`config.mk`:
```
export PLATFORM = sky130hd
export DESIGN_NAME = rtdsc_core
export DESIGN_NICKNAME = d
export VERILOG_FILES = /design/src/core/rtdsc_pkg.sv /design/src/core/rtdsc_chk_if.sv /design/src/core/rtdsc_chk.sv /design/src/core/rtdsc_core.sv
export SDC_FILE = /design/constraint.sdc
export NUM_CORES = 1
export LEC_CHECK = 0
export BUFFER_PORTS_ARGS = -buffer_cell sky130_fd_sc_hd__buf_4
export CORE_ASPECT_RATIO = 1.25
export CORE_MARGIN = 2
export CORE_UTILIZATION = 55
export DETAILED_ROUTE_END_ITERATION = 7
export PLACE_DENSITY_LB_ADDON = 0.12
export SLEW_MARGIN = 30
export SYNTH_ARGS = -nofsm -noshare
export SYNTH_HDL_FRONTEND = slang
export SYNTH_HIERARCHICAL = 1
export SYNTH_SLANG_ARGS = --single-unit
export TNS_END_PERCENT = 30
```
`constraint.sdc`:
```
create_clock -name clk -period 6.55 [get_ports clk]
set_input_delay 0.3275 -clock clk [delete_from_list [all_inputs] [get_ports clk]]
set_output_delay 0.3275 -clock clk [all_outputs]
set_load 0.02 [all_outputs]
```
`src/core/rtdsc_pkg.sv`:
```
// rtdsc_pkg: register map, field layout, limits and timing for the rtd scan control
// assumes a 50 MHz clock and a word-indexed register port of 4 address bits
package rtdsc_pkg;

   localparam int NCH = 4;

   // register word indices
   localparam logic [3:0] ADDR_CFG0 = 4'h0;
   localparam logic [3:0] ADDR_CTRL = 4'h4;
   localparam logic [3:0] ADDR_IRQ_STAT = 4'h5;
   localparam logic [3:0] ADDR_IRQ_MASK = 4'h6;
   localparam logic [3:0] ADDR_DATA0 = 4'h8;
   localparam logic [3:0] ADDR_CHST0 = 4'hC;

   // channel config byte
   localparam int CFG_EN_BIT = 0;
   localparam int CFG_KIND_BIT = 1;
   localparam int CFG_RNG_LSB = 2;
   localparam int CFG_RNG_MSB = 4;
   localparam logic [7:0] CFG_RST = 8'h00;

   // control word
   localparam int CTRL_CYC_BIT = 0;

   // channel status bits
   localparam int FLT_OVER = 0;
   localparam int FLT_UNDER = 1;
   localparam int FLT_SHORT = 2;
   localparam int FLT_OPEN = 3;
   localparam int FLT_CFG = 4;

   // interrupt status bits
   localparam int IRQ_CFG = 0;
   localparam int IRQ_FAULT = 1;
   localparam int IRQ_TEST = 2;
   localparam int IRQ_CAL = 3;
   localparam logic [3:0] IRQ_MASK_RST = 4'h0;

   // converter codes
   localparam logic [15:0] RES_OPEN = 16'hFFFF;
   localparam logic [15:0] SHORT_LIM = 16'h0005;
   localparam logic [15:0] CAL_REF = 16'h4000;
   localparam logic [15:0] MEM_PAT = 16'hA5C3;

   // range limits, element n is range code n
   localparam logic [3:0][15:0] RTD_LO = {16'hFC18, 16'hFCE0, 16'hF830, 16'hF830};
   localparam logic [3:0][15:0] RTD_HI = {16'h07D0, 16'h0A28, 16'h189C, 16'h2134};
   localparam logic [3:0][15:0] RES_LO = {16'h0000, 16'h0000, 16'h0000, 16'h0000};
   localparam logic [3:0][15:0] RES_HI = {16'h7530, 16'h2710, 16'h1388, 16'h3A98};

   // timing
   localparam longint unsigned CLK_HZ = 64'd50_000_000;
   localparam longint unsigned CAL_PERIOD_MIN = 64'd5;
   localparam longint unsigned CAL_PERIOD_CYC = CAL_PERIOD_MIN * 64'd60 * CLK_HZ;
   localparam longint unsigned COMM_TIMEOUT_MS = 64'd100;
   localparam longint unsigned COMM_TIMEOUT_CYC = COMM_TIMEOUT_MS * CLK_HZ / 64'd1000;
   localparam longint unsigned SELFTEST_US = 64'd10;
   localparam int SELFTEST_CYC = int'(SELFTEST_US * CLK_HZ / 64'd1_000_000);
   localparam int ST_W = $clog2(SELFTEST_CYC);

   typedef enum logic [2:0] {
      ST_TEST = 3'h0,
      ST_FAIL = 3'h1,
      ST_WAIT = 3'h2,
      ST_PICK = 3'h3,
      ST_CONV = 3'h4,
      ST_CHECK = 3'h5
   } rtdsc_state_t;

   function automatic logic rtdsc_cfg_ok(input logic [7:0] c);
      return !c[CFG_RNG_MSB];
   endfunction

   function automatic logic rtdsc_run(input logic [7:0] c);
      return c[CFG_EN_BIT] && !c[CFG_RNG_MSB];
   endfunction

endpackage

```
`src/core/rtdsc_chk_if.sv`:
```
// rtdsc_chk_if: one reading handed from the scan control to the reading checker
// assumes both ends share the core clock
`timescale 1ns/1ps
interface rtdsc_chk_if;
   logic req;
   logic kind;
   logic [1:0] rng;
   logic [15:0] res;
   logic [15:0] lead;
   logic [15:0] offs;
   logic valid;
   logic [15:0] value;
   logic [3:0] flt;

   modport core (output req, kind, rng, res, lead, offs, input valid, value, flt);
   modport chk (input req, kind, rng, res, lead, offs, output valid, value, flt);
endinterface

```
`src/core/rtdsc_chk.sv`:
```
// rtdsc_chk: compensates one reading and tests it for range and wiring faults
// assumes req is a one-cycle pulse with the reading held steady beside it
`timescale 1ns/1ps
module rtdsc_chk import rtdsc_pkg::*; (
   // clock and reset
   input wire logic clk,
   input wire logic rst_n,
   // reading in, verdict out
   rtdsc_chk_if.chk bus
);

   typedef struct packed {
      logic valid;
      logic [15:0] value;
      logic [3:0] flt;
   } rtdsc_chk_st_t;

   rtdsc_chk_st_t s;
   rtdsc_chk_st_t next_s;
   logic [15:0] net;
   logic [15:0] comp;
   logic [15:0] lo;
   logic [15:0] hi;

   // lead resistance removed, then calibration offset
   assign net = bus.res - bus.lead;
   assign comp = net - bus.offs;
   assign lo = bus.kind ? RES_LO[bus.rng] : RTD_LO[bus.rng];
   assign hi = bus.kind ? RES_HI[bus.rng] : RTD_HI[bus.rng];

   always_comb begin
      next_s = s;
      next_s.valid = bus.req;
      if (bus.req) begin
         next_s.value = comp;
         next_s.flt[FLT_OVER] = $signed(comp) > $signed(hi);
         next_s.flt[FLT_UNDER] = $signed(comp) < $signed(lo);
         next_s.flt[FLT_OPEN] = bus.res == RES_OPEN;
         next_s.flt[FLT_SHORT] = bus.res != RES_OPEN && net < SHORT_LIM;
      end
   end

   always_ff @(posedge clk) begin
      if (!rst_n) begin
         s <= '0;
      end else begin
         s <= next_s;
      end
   end

   assign bus.valid = s.valid;
   assign bus.value = s.value;
   assign bus.flt = s.flt;
endmodule // rtdsc_chk

```
`src/core/rtdsc_core.sv`:
```
// rtdsc_core: self-test, configuration, channel scan, calibration and comm watchdog
// assumes a synchronous register port and an external converter with a done pulse
//
// Chosen here: the address-and-strobe port and the register addresses.
`timescale 1ns/1ps
module rtdsc_core import rtdsc_pkg::*; #(
   parameter longint unsigned CAL_PERIOD = CAL_PERIOD_CYC,
   parameter longint unsigned COMM_TIMEOUT = COMM_TIMEOUT_CYC
) (
   // clock and reset
   input wire logic clk,
   input wire logic rst_n,
   // register port
   input wire logic [3:0] addr,
   input wire logic [15:0] wdata,
   input wire logic wr,
   input wire logic rd,
   output logic [15:0] rdata,
   // converter
   output logic conv_start,
   output logic conv_cal,
   output logic [1:0] conv_mux,
   input wire logic conv_done,
   input wire logic [15:0] conv_res,
   input wire logic [15:0] conv_lead,
   // front end health and indicators
   input wire logic afe_ok,
   output logic status_led,
   output logic proc_rst,
   output logic irq
);

   localparam int CAL_W = $clog2(CAL_PERIOD + 64'd1);
   localparam int WD_W = $clog2(COMM_TIMEOUT + 64'd1);
   localparam logic [CAL_W-1:0] CAL_LAST = CAL_W'(CAL_PERIOD - 64'd1);
   localparam logic [WD_W-1:0] WD_LAST = WD_W'(COMM_TIMEOUT - 64'd1);
   localparam logic [ST_W-1:0] ST_LAST = ST_W'(SELFTEST_CYC - 1);

   typedef struct packed {
      rtdsc_state_t st;
      logic [ST_W-1:0] cnt;
      logic mem_ok;
      logic [1:0] ch;
      logic cyc_en;
      logic [3:0] irq_stat;
      logic [3:0] irq_mask;
      logic [NCH-1:0][7:0] cfg;
      logic [NCH-1:0][15:0] data;
      logic [NCH-1:0][4:0] chst;
      logic [NCH-1:0][15:0] offs;
      logic [NCH-1:0] cal_pend;
      logic [15:0] res;
      logic [15:0] lead;
      logic [CAL_W-1:0] cal_tmr;
      logic [WD_W-1:0] wd;
      logic proc_rst;
      logic led;
      logic irq;
      logic [15:0] rdata;
      logic conv_start;
      logic conv_cal;
      logic chk_req;
   } rtdsc_core_st_t;

   rtdsc_core_st_t s;
   rtdsc_core_st_t next_s;
   logic [3:0] ev;
   logic [3:0] clr;
   logic [1:0] wi;

   rtdsc_chk_if chk_bus ();

   assign chk_bus.req = s.chk_req;
   assign chk_bus.kind = s.cfg[s.ch][CFG_KIND_BIT];
   assign chk_bus.rng = s.cfg[s.ch][CFG_RNG_LSB+1:CFG_RNG_LSB];
   assign chk_bus.res = s.res;
   assign chk_bus.lead = s.lead;
   assign chk_bus.offs = s.offs[s.ch];

   rtdsc_chk u_chk (
      .clk(clk),
      .rst_n(rst_n),
      .bus(chk_bus.chk)
   );

   assign wi = addr[1:0];

   always_comb begin
      next_s = s;
      ev = '0;
      clr = '0;
      next_s.conv_start = 1'b0;
      next_s.chk_req = 1'b0;
      next_s.rdata = '0;
      unique case (s.st)
         ST_TEST: begin
            next_s.cnt = s.cnt + 1'b1;
            // write then read back a pattern in the result store
            if (s.cnt < ST_W'(NCH)) begin
               next_s.data[s.cnt[1:0]] = MEM_PAT ^ {14'h0000, s.cnt[1:0]};
            end else if (s.cnt < ST_W'(2 * NCH)) begin
               if (s.data[s.cnt[1:0]] != (MEM_PAT ^ {14'h0000, s.cnt[1:0]})) begin
                  next_s.mem_ok = 1'b0;
               end
            end
            if (s.cnt == ST_LAST) begin
               next_s.cnt = '0;
               next_s.data = '0;
               if (s.mem_ok && afe_ok) begin
                  next_s.st = ST_WAIT;
                  next_s.led = 1'b1;
               end else begin
                  next_s.st = ST_FAIL;
                  ev[IRQ_TEST] = 1'b1;
               end
            end
         end
         ST_FAIL: begin
            next_s.led = 1'b0;
         end
         ST_WAIT: begin
            next_s.led = 1'b1;
         end
         ST_PICK: begin
            if (rtdsc_run(s.cfg[s.ch]) && s.cal_pend[s.ch]) begin
               next_s.conv_start = 1'b1;
               next_s.conv_cal = 1'b1;
               next_s.st = ST_CONV;
            end else if (rtdsc_run(s.cfg[s.ch])) begin
               next_s.conv_start = 1'b1;
               next_s.conv_cal = 1'b0;
               next_s.st = ST_CONV;
            end else begin
               next_s.ch = s.ch + 1'b1;
            end
         end
         ST_CONV: begin
            if (conv_done) begin
               if (s.conv_cal) begin
                  // reference reading gives the offset for this channel
                  next_s.offs[s.ch] = conv_res - CAL_REF;
                  next_s.cal_pend[s.ch] = 1'b0;
                  next_s.conv_cal = 1'b0;
                  ev[IRQ_CAL] = 1'b1;
                  next_s.st = ST_PICK;
               end else begin
                  next_s.res = conv_res;
                  next_s.lead = conv_lead;
                  next_s.chk_req = 1'b1;
                  next_s.st = ST_CHECK;
               end
            end
         end
         ST_CHECK: begin
            if (chk_bus.valid) begin
               if (rtdsc_run(s.cfg[s.ch])) begin
                  next_s.data[s.ch] = chk_bus.value;
                  next_s.chst[s.ch][3:0] = chk_bus.flt;
                  ev[IRQ_FAULT] = |chk_bus.flt;
               end
               next_s.ch = s.ch + 1'b1;
               next_s.st = ST_PICK;
            end
         end
         default: begin
            next_s.st = ST_TEST;
         end
      endcase

      // register writes, after the scan so a disable wins
      if (wr) begin
         if (addr < ADDR_CTRL) begin
            next_s.cfg[wi] = wdata[7:0];
            if (!wdata[CFG_EN_BIT]) begin
               next_s.chst[wi] = '0;
               next_s.cal_pend[wi] = 1'b0;
            end else if (!s.cfg[wi][CFG_EN_BIT] || !rtdsc_cfg_ok(s.cfg[wi])) begin
               next_s.cal_pend[wi] = 1'b1;
            end
            if (rtdsc_cfg_ok(wdata[7:0])) begin
               next_s.chst[wi][FLT_CFG] = 1'b0;
               if (s.st == ST_WAIT) begin
                  next_s.st = ST_PICK;
               end
            end else begin
               next_s.chst[wi][FLT_CFG] = 1'b1;
               ev[IRQ_CFG] = 1'b1;
            end
         end else if (addr == ADDR_CTRL) begin
            next_s.cyc_en = wdata[CTRL_CYC_BIT];
         end else if (addr == ADDR_IRQ_STAT) begin
            clr = wdata[3:0];
         end else if (addr == ADDR_IRQ_MASK) begin
            next_s.irq_mask = wdata[3:0];
         end
      end

      // register reads, answered in the next cycle only
      if (rd) begin
         if (addr < ADDR_CTRL) begin
            next_s.rdata = {8'h00, s.cfg[wi]};
         end else if (addr == ADDR_CTRL) begin
            next_s.rdata = {11'h000, s.st, s.led, s.cyc_en};
         end else if (addr == ADDR_IRQ_STAT) begin
            next_s.rdata = {12'h000, s.irq_stat};
         end else if (addr == ADDR_IRQ_MASK) begin
            next_s.rdata = {12'h000, s.irq_mask};
         end else if (addr >= ADDR_DATA0 && addr < ADDR_CHST0) begin
            next_s.rdata = s.data[wi];
         end else if (addr >= ADDR_CHST0) begin
            next_s.rdata = {11'h000, s.chst[wi]};
         end
      end

      // periodic recalibration of every running channel
      if (!s.cyc_en) begin
         next_s.cal_tmr = '0;
      end else if (s.cal_tmr == CAL_LAST) begin
         next_s.cal_tmr = '0;
         for (int i = 0; i < NCH; i++) begin
            if (rtdsc_run(next_s.cfg[i])) begin
               next_s.cal_pend[i] = 1'b1;
            end
         end
      end else begin
         next_s.cal_tmr = s.cal_tmr + 1'b1;
      end

      // bus silence watchdog
      if (wr || rd) begin
         next_s.wd = '0;
      end else if (s.wd != WD_LAST) begin
         next_s.wd = s.wd + 1'b1;
      end
      next_s.proc_rst = next_s.wd == WD_LAST;

      // sticky events, a set wins over a clear
      next_s.irq_stat = (s.irq_stat & ~clr) | ev;
      next_s.irq = |(next_s.irq_stat & next_s.irq_mask);
   end

   always_ff @(posedge clk) begin
      if (!rst_n) begin
         s <= '0;
         s.st <= ST_TEST;
         s.mem_ok <= 1'b1;
         s.irq_mask <= IRQ_MASK_RST;
         s.cfg <= {NCH{CFG_RST}};
      end else begin
         s <= next_s;
      end
   end

   assign rdata = s.rdata;
   assign conv_start = s.conv_start;
   assign conv_cal = s.conv_cal;
   assign conv_mux = s.ch;
   assign status_led = s.led;
   assign proc_rst = s.proc_rst;
   assign irq = s.irq;
endmodule // rtdsc_core

```
Yosys cells after proc, flatten, opt, wreduce, memory -nomap -nowiden. Cells that the tools add are included.

Bits in registers: 340. Input port bits: 58.

Order comparisons: 16. Muxes and demuxes: 125. Reduce and logical (&&, ||, !) cells: 42. Equality and inequality tests: 24. Bitwise gates (word level): 21. Add/sub/neg operators: 7.

Operator list (count): binary-select mux 16 bit (select 2 bit) (7); bitwise mux 64 bit (3); 2-to-1 mux 16 bit (12); 2-to-1 mux 84 bit (2); 2-to-1 mux 20 bit (7); 2-to-1 mux 64 bit (2); case mux 64 bit (2 select lines) (1); 2-to-1 mux 36 bit (3); demux 16 bit (select 2 bit) (2); 2-to-1 mux 32 bit (2); 2-to-1 mux 4 bit (16); 2-to-1 mux 8 bit (6); 2-to-1 mux 23 bit (2); bitwise AND 20 bit (2); NOT 20 bit (2); adder 34 x 1 -> 34 bit, second input constant (1); equality test 34 bit, second input constant (1); binary-select mux 8 bit (select 2 bit) (2); bitwise mux 32 bit (1); subtractor 16 bit (2); demux 5 bit (select 2 bit) (3); 2-to-1 mux 3 bit (9); 2-to-1 mux 5 bit (5); adder 23 x 1 -> 23 bit, second input constant (1); 57 further kinds (141).

Longest topological paths before layout.
Word-level depth: 17. Depth in mapped cells: 25. Gate-level depth less buffers: 25.

Cells and area by module. The synthesis kept the hierarchy.

By module, submodules not included: rtdsc_core (cells an instance 1648, sequential area each 6386.1 sq um, area an instance 14385.0 sq um, instances 1); rtdsc_chk (cells an instance 397, sequential area each 420.4 sq um, area an instance 3072.9 sq um, instances 1).

Worst setup path before layout. Ideal clock, no wire load.

Kind: reg2reg. Start: register s, in the netlist chk_bus.res[0]. End: register u_chk.s, in the netlist u_chk/bus.flt[1]. Arrival: 4157 ps. Setup slack: 2290 ps. Clock period less this slack: 4260 ps. Stages on the path, launching flop included: 23. Required time: 6447 ps. Path through: dfxtp_1 > inv_1 > ha_1 > fa_1 > nor2b_1 > o31a_1 > o31a_1 > mux2i_1 > nand2_1 > ha_1 > and3_1 > a21boi_1 > a211oi_2 > o31ai_1 > xnor2_1 > xnor2_1 > inv_1 > ha_1 > o21ai_0 > nor2_1 > o211ai_1 > a21oi_1 > a2111oi_2.

Cells in the longest elaborated chain, start to end: 3.

RTL lines: start, declared (RTL line rtdsc_core.sv:65) `rtdsc_core_st_t s;`; start signal, assigned (RTL line rtdsc_core.sv:250) `s <= next_s;`; subtractor 16 bit (RTL line rtdsc_chk.sv:26) `assign net = bus.res - bus.lead;`; subtractor 16 bit (RTL line rtdsc_chk.sv:27) `assign comp = net - bus.offs;`; net u_chk.comp[15] (RTL line rtdsc_chk.sv:21) `logic [15:0] comp;`; < comparator 16 bit (RTL line rtdsc_chk.sv:37) `next_s.flt[FLT_UNDER] = $signed(comp) < $signed(lo);`; end signal, assigned (RTL line rtdsc_chk.sv:47) `s <= next_s;`; end, declared (RTL line rtdsc_chk.sv:18) `rtdsc_chk_st_t s;`.

The timed path passes the listed nets, and every way through them passes these cells. A chain may end at the register's enable or synchronous reset.

Final worst setup path. Ends and elaborated chain as after synthesis.

==> flow_metrics.tcl <==
set metrics [dict create \
    syn2layout_area_growth_pct 9.855 \
    wire_per_inst_um 19.21 \
    yosys_register_bits 340 \
    synth_xor_area_share_pct 4.257 \
    synth_adder_area_share_pct 4.945 \
    crit_type "reg -> reg" \
    clock-sinks 340 \
    cts-root-buf "clkbuf_16" \
    yosysTopAreaCell "dfxtp_1" \
    antenna_found_initial 0 \
    rows 72 \
    crit_chain "inv_1 -> ha_1 -> fa_1 -> nor2b_1 -> o31a_1 -> o41ai_2 -> a32oi_1 -> a21o_1 -> a21oi_1 -> xnor2_1 -> ha_1 -> nand2_1 -> nor2_1 -> a211oi_1 -> o31ai_1 -> xnor2_1 -> xnor2_1 -> inv_1 -> ha_1 -> o21ai_0 -> nor2_1 -> o211ai_1 -> a21oi_1 -> a2111oi_2" \
    grt_pass1_wl_um 75800 \
    outcome "finished, final reports clean" \
    cts.clk_slew.worst_paths_ns 0.06 \
    hp-class "in -> reg" \
    synth_nets 2170 \
    clockBufferDepth 3 \
    core_region_area_mm2 0.03108 \
    synth-async-reset-ratio_pct 0 \
    synth_area_per_cell_um2 8.537 \
    hpwl_um 33170 \
    p_leak_nw 6.735 \
    placement.io_buffers 72 \
    synth_area_leaders "dfxtp_1, nand2_1, mux4_2, a21oi_1, ha_1" \
    crit_path_end_kind "flop" \
    syn_inst 2045 \
    grt_pass1_vias 14348 \
    powerDensity_mw_per_mm2 233.7 \
    synth_warnings 6 \
    finalHoldViolCount 0 \
    max_slew.worst_pin.slew_ns 0.9644 \
    cts_buffers 36 \
    drc 0 \
    grt_usage_pct 28.72 \
    syn_area_mm2 0.01746 \
    fp.dieH_um 203.2 \
    layout_worst_path_cycle_share_pct 75.45 \
    whs_ns 0.03497 \
    fin_skew_ns 0.01941 \
    layout.nets 2161 \
    slowest_stage "fa_1" \
    arrival_ns 5.38 \
    drtIter0Drc 1351 \
    grt_max_degree 110 \
    grt_overflow_total 0 \
    peakVddDrop_mv 0.2317 \
    tns_ns 0 \
    avgViaCountPerCell 6.010 \
    critPathLaunchType "flop" \
    synth.area.mux_share_pct 8.729 \
    slowest_delay_ns 0.42 \
    yosysUniqueCellTypes 96 \
    synth_edf_count 0 \
    cts_tree "built" \
    post_cts_resized 0 \
    synth_top_family_by_area "simple AND/OR/NAND/NOR gates" \
    via_count 14850 \
    critical_path.max_fanout 4 \
    ys_seq_area_share_pct 38.99 \
    die_w_um 163.4 \
    drive_gt1_share_pct 12.51 \
    fmax_mhz 202.4 \
    clk_latency_ns 0.54 \
    num_io_pins 81 \
    dp_worst_setup_slack_ns 1.674 \
    power_mw 4.482 \
    ant_nets 0 \
    drv_cap 0 \
    setup_slack_ns 1.608 \
    wirelength_um 47460 \
    rsz0062_at_grt "false" \
    ys.flop_type "dfxtp_1" \
    gp_congestion 0.9167 \
    ys_top_cells_by_count "nand2_1, dfxtp_1, a21oi_1" \
    maxSlewViolCount 0 \
    post_cts_buffers 0 \
    htree_levels 2 \
    fin_crit_ns 4.942 \
    initial_utilization_pct 56.17 \
    synth.most_common_cell "nand2_1" \
    finalSetupViolCount 0 \
    synth-compound-area-share_pct 15.04 \
    required_ns 6.98 \
    fp.dieArea_mm2 0.03319 \
    cts-hold-fix-buffers 0 \
    slew_headroom_pct 35.11 \
    yosys.area_share.simple_pct 22.99 \
    first_pass_iters 5 \
    netlist.area_leader.share_pct 38.99 \
]
[power by group]
group          leakage (nW)  total [mW]  switching [mW]  internal, mW
clock                 0.619        2.12           0.854          1.26
sequential             2.74        2.12          0.0249          2.10
combinational          3.37       0.243           0.155        0.0881
[final cells by class]
type                       count  area (um^2)
fill                        2720        11900
clock buffer                  45         1016
sequential                   340         6807
timing repair buffer          82        615.6
inverter                      63        241.5
multi-input combinational   1513         9773
clock inverter                20        214.0
tap                          407        509.2
antenna                        1        2.502
[stage by stage]
step           instance area, um^2  util (%)  cells
6_report                     19180     61.71   2471
5_1_grt                      19180     61.70   2470
2_1_floorplan                17460         -   2045
3_3_place_gp                 17950     57.74   2405
4_1_cts                      19180     61.70   2470
3_5_place_dp                 17950     57.74   2405
[flip-flops by register name (all words and copies together), names as in the netlist]
signal / cells
conv_mux: 2
rdata: 16
u_chk/bus.valid: 1
chk_bus.lead: 16
status_led: 1
irq: 1
conv_start: 1
s: 263
u_chk/bus.value: 16
proc_rst: 1
u_chk/bus.flt: 4
chk_bus.res: 16
chk_bus.req: 1
conv_cal: 1
[cells by family (layout without fill, tap and decap cells)]
group	Yosys count	count (layout)
compound gates	412	412
fa+ha+maj	68	68
buf+inv	192	210
mux	87	87
xor+xnor	84	84
flops	340	340
other cells	0	1
simple gates	862	862
[routing by layer]
layer	vias up	wire length (um)	global-route usage, %
met5	-	0	0
met3	126	2839	4.149
met4	0	2230	13.59
met2	539	22820	47.83
met1	7042	19570	36.64
li1	7143	-	-
[critical path, delay by kind of cell (launching register included)]
kind | cells | cell delay [ns]
and+or+nand+nor | 4 | 0.46
DFF | 1 | 0.35
buffers and inverters | 2 | 0.15
xor gates and xnor gates | 3 | 0.71
AOI/OAI and AO/OA | 11 | 1.86
adders and majority gates | 4 | 1.31
[worst paths after layout]
| path | cells past startpoint | endpoint | from | slack (ns) |
|---|---|---|---|---|
| min reg2reg | 2 | s[115] | s[115] | 0.45 |
| max reg2reg | 24 | u_chk/bus.flt[1] | chk_bus.res[0] | 1.61 |
| min | 3 | chk_bus.lead[12] | conv_lead[12] | 0.03 |
| max | 24 | u_chk/bus.flt[1] | chk_bus.res[0] | 1.61 |
[layout by cell type (no fill, tap or decap), drive strengths merged, types with 6 or more instances in the layout]
cell type,synthesis,layout
o211ai,9,9
clkinv,1,13
o21a,11,11
nor4b,10,10
dfxtp,340,340
clkbuf,67,45
ha,65,65
a21oi,215,215
nor4,12,12
inv,62,65
xnor2,36,36
buf,62,82
o21ai,35,35
o31a,6,6
nand4,40,40
mux4,52,52
nand3,44,44
a22oi,10,10
or3,7,7
nand2,412,412
mux2i,33,33
a21o,6,6
o22ai,33,33
and3,26,26
nor3,30,30
a211oi,43,43
a31oi,7,7
xor2,48,48
and2,14,14
nor2,203,203
nor2b,22,22
Note: power is estimated with default switching activity, not from simulation.
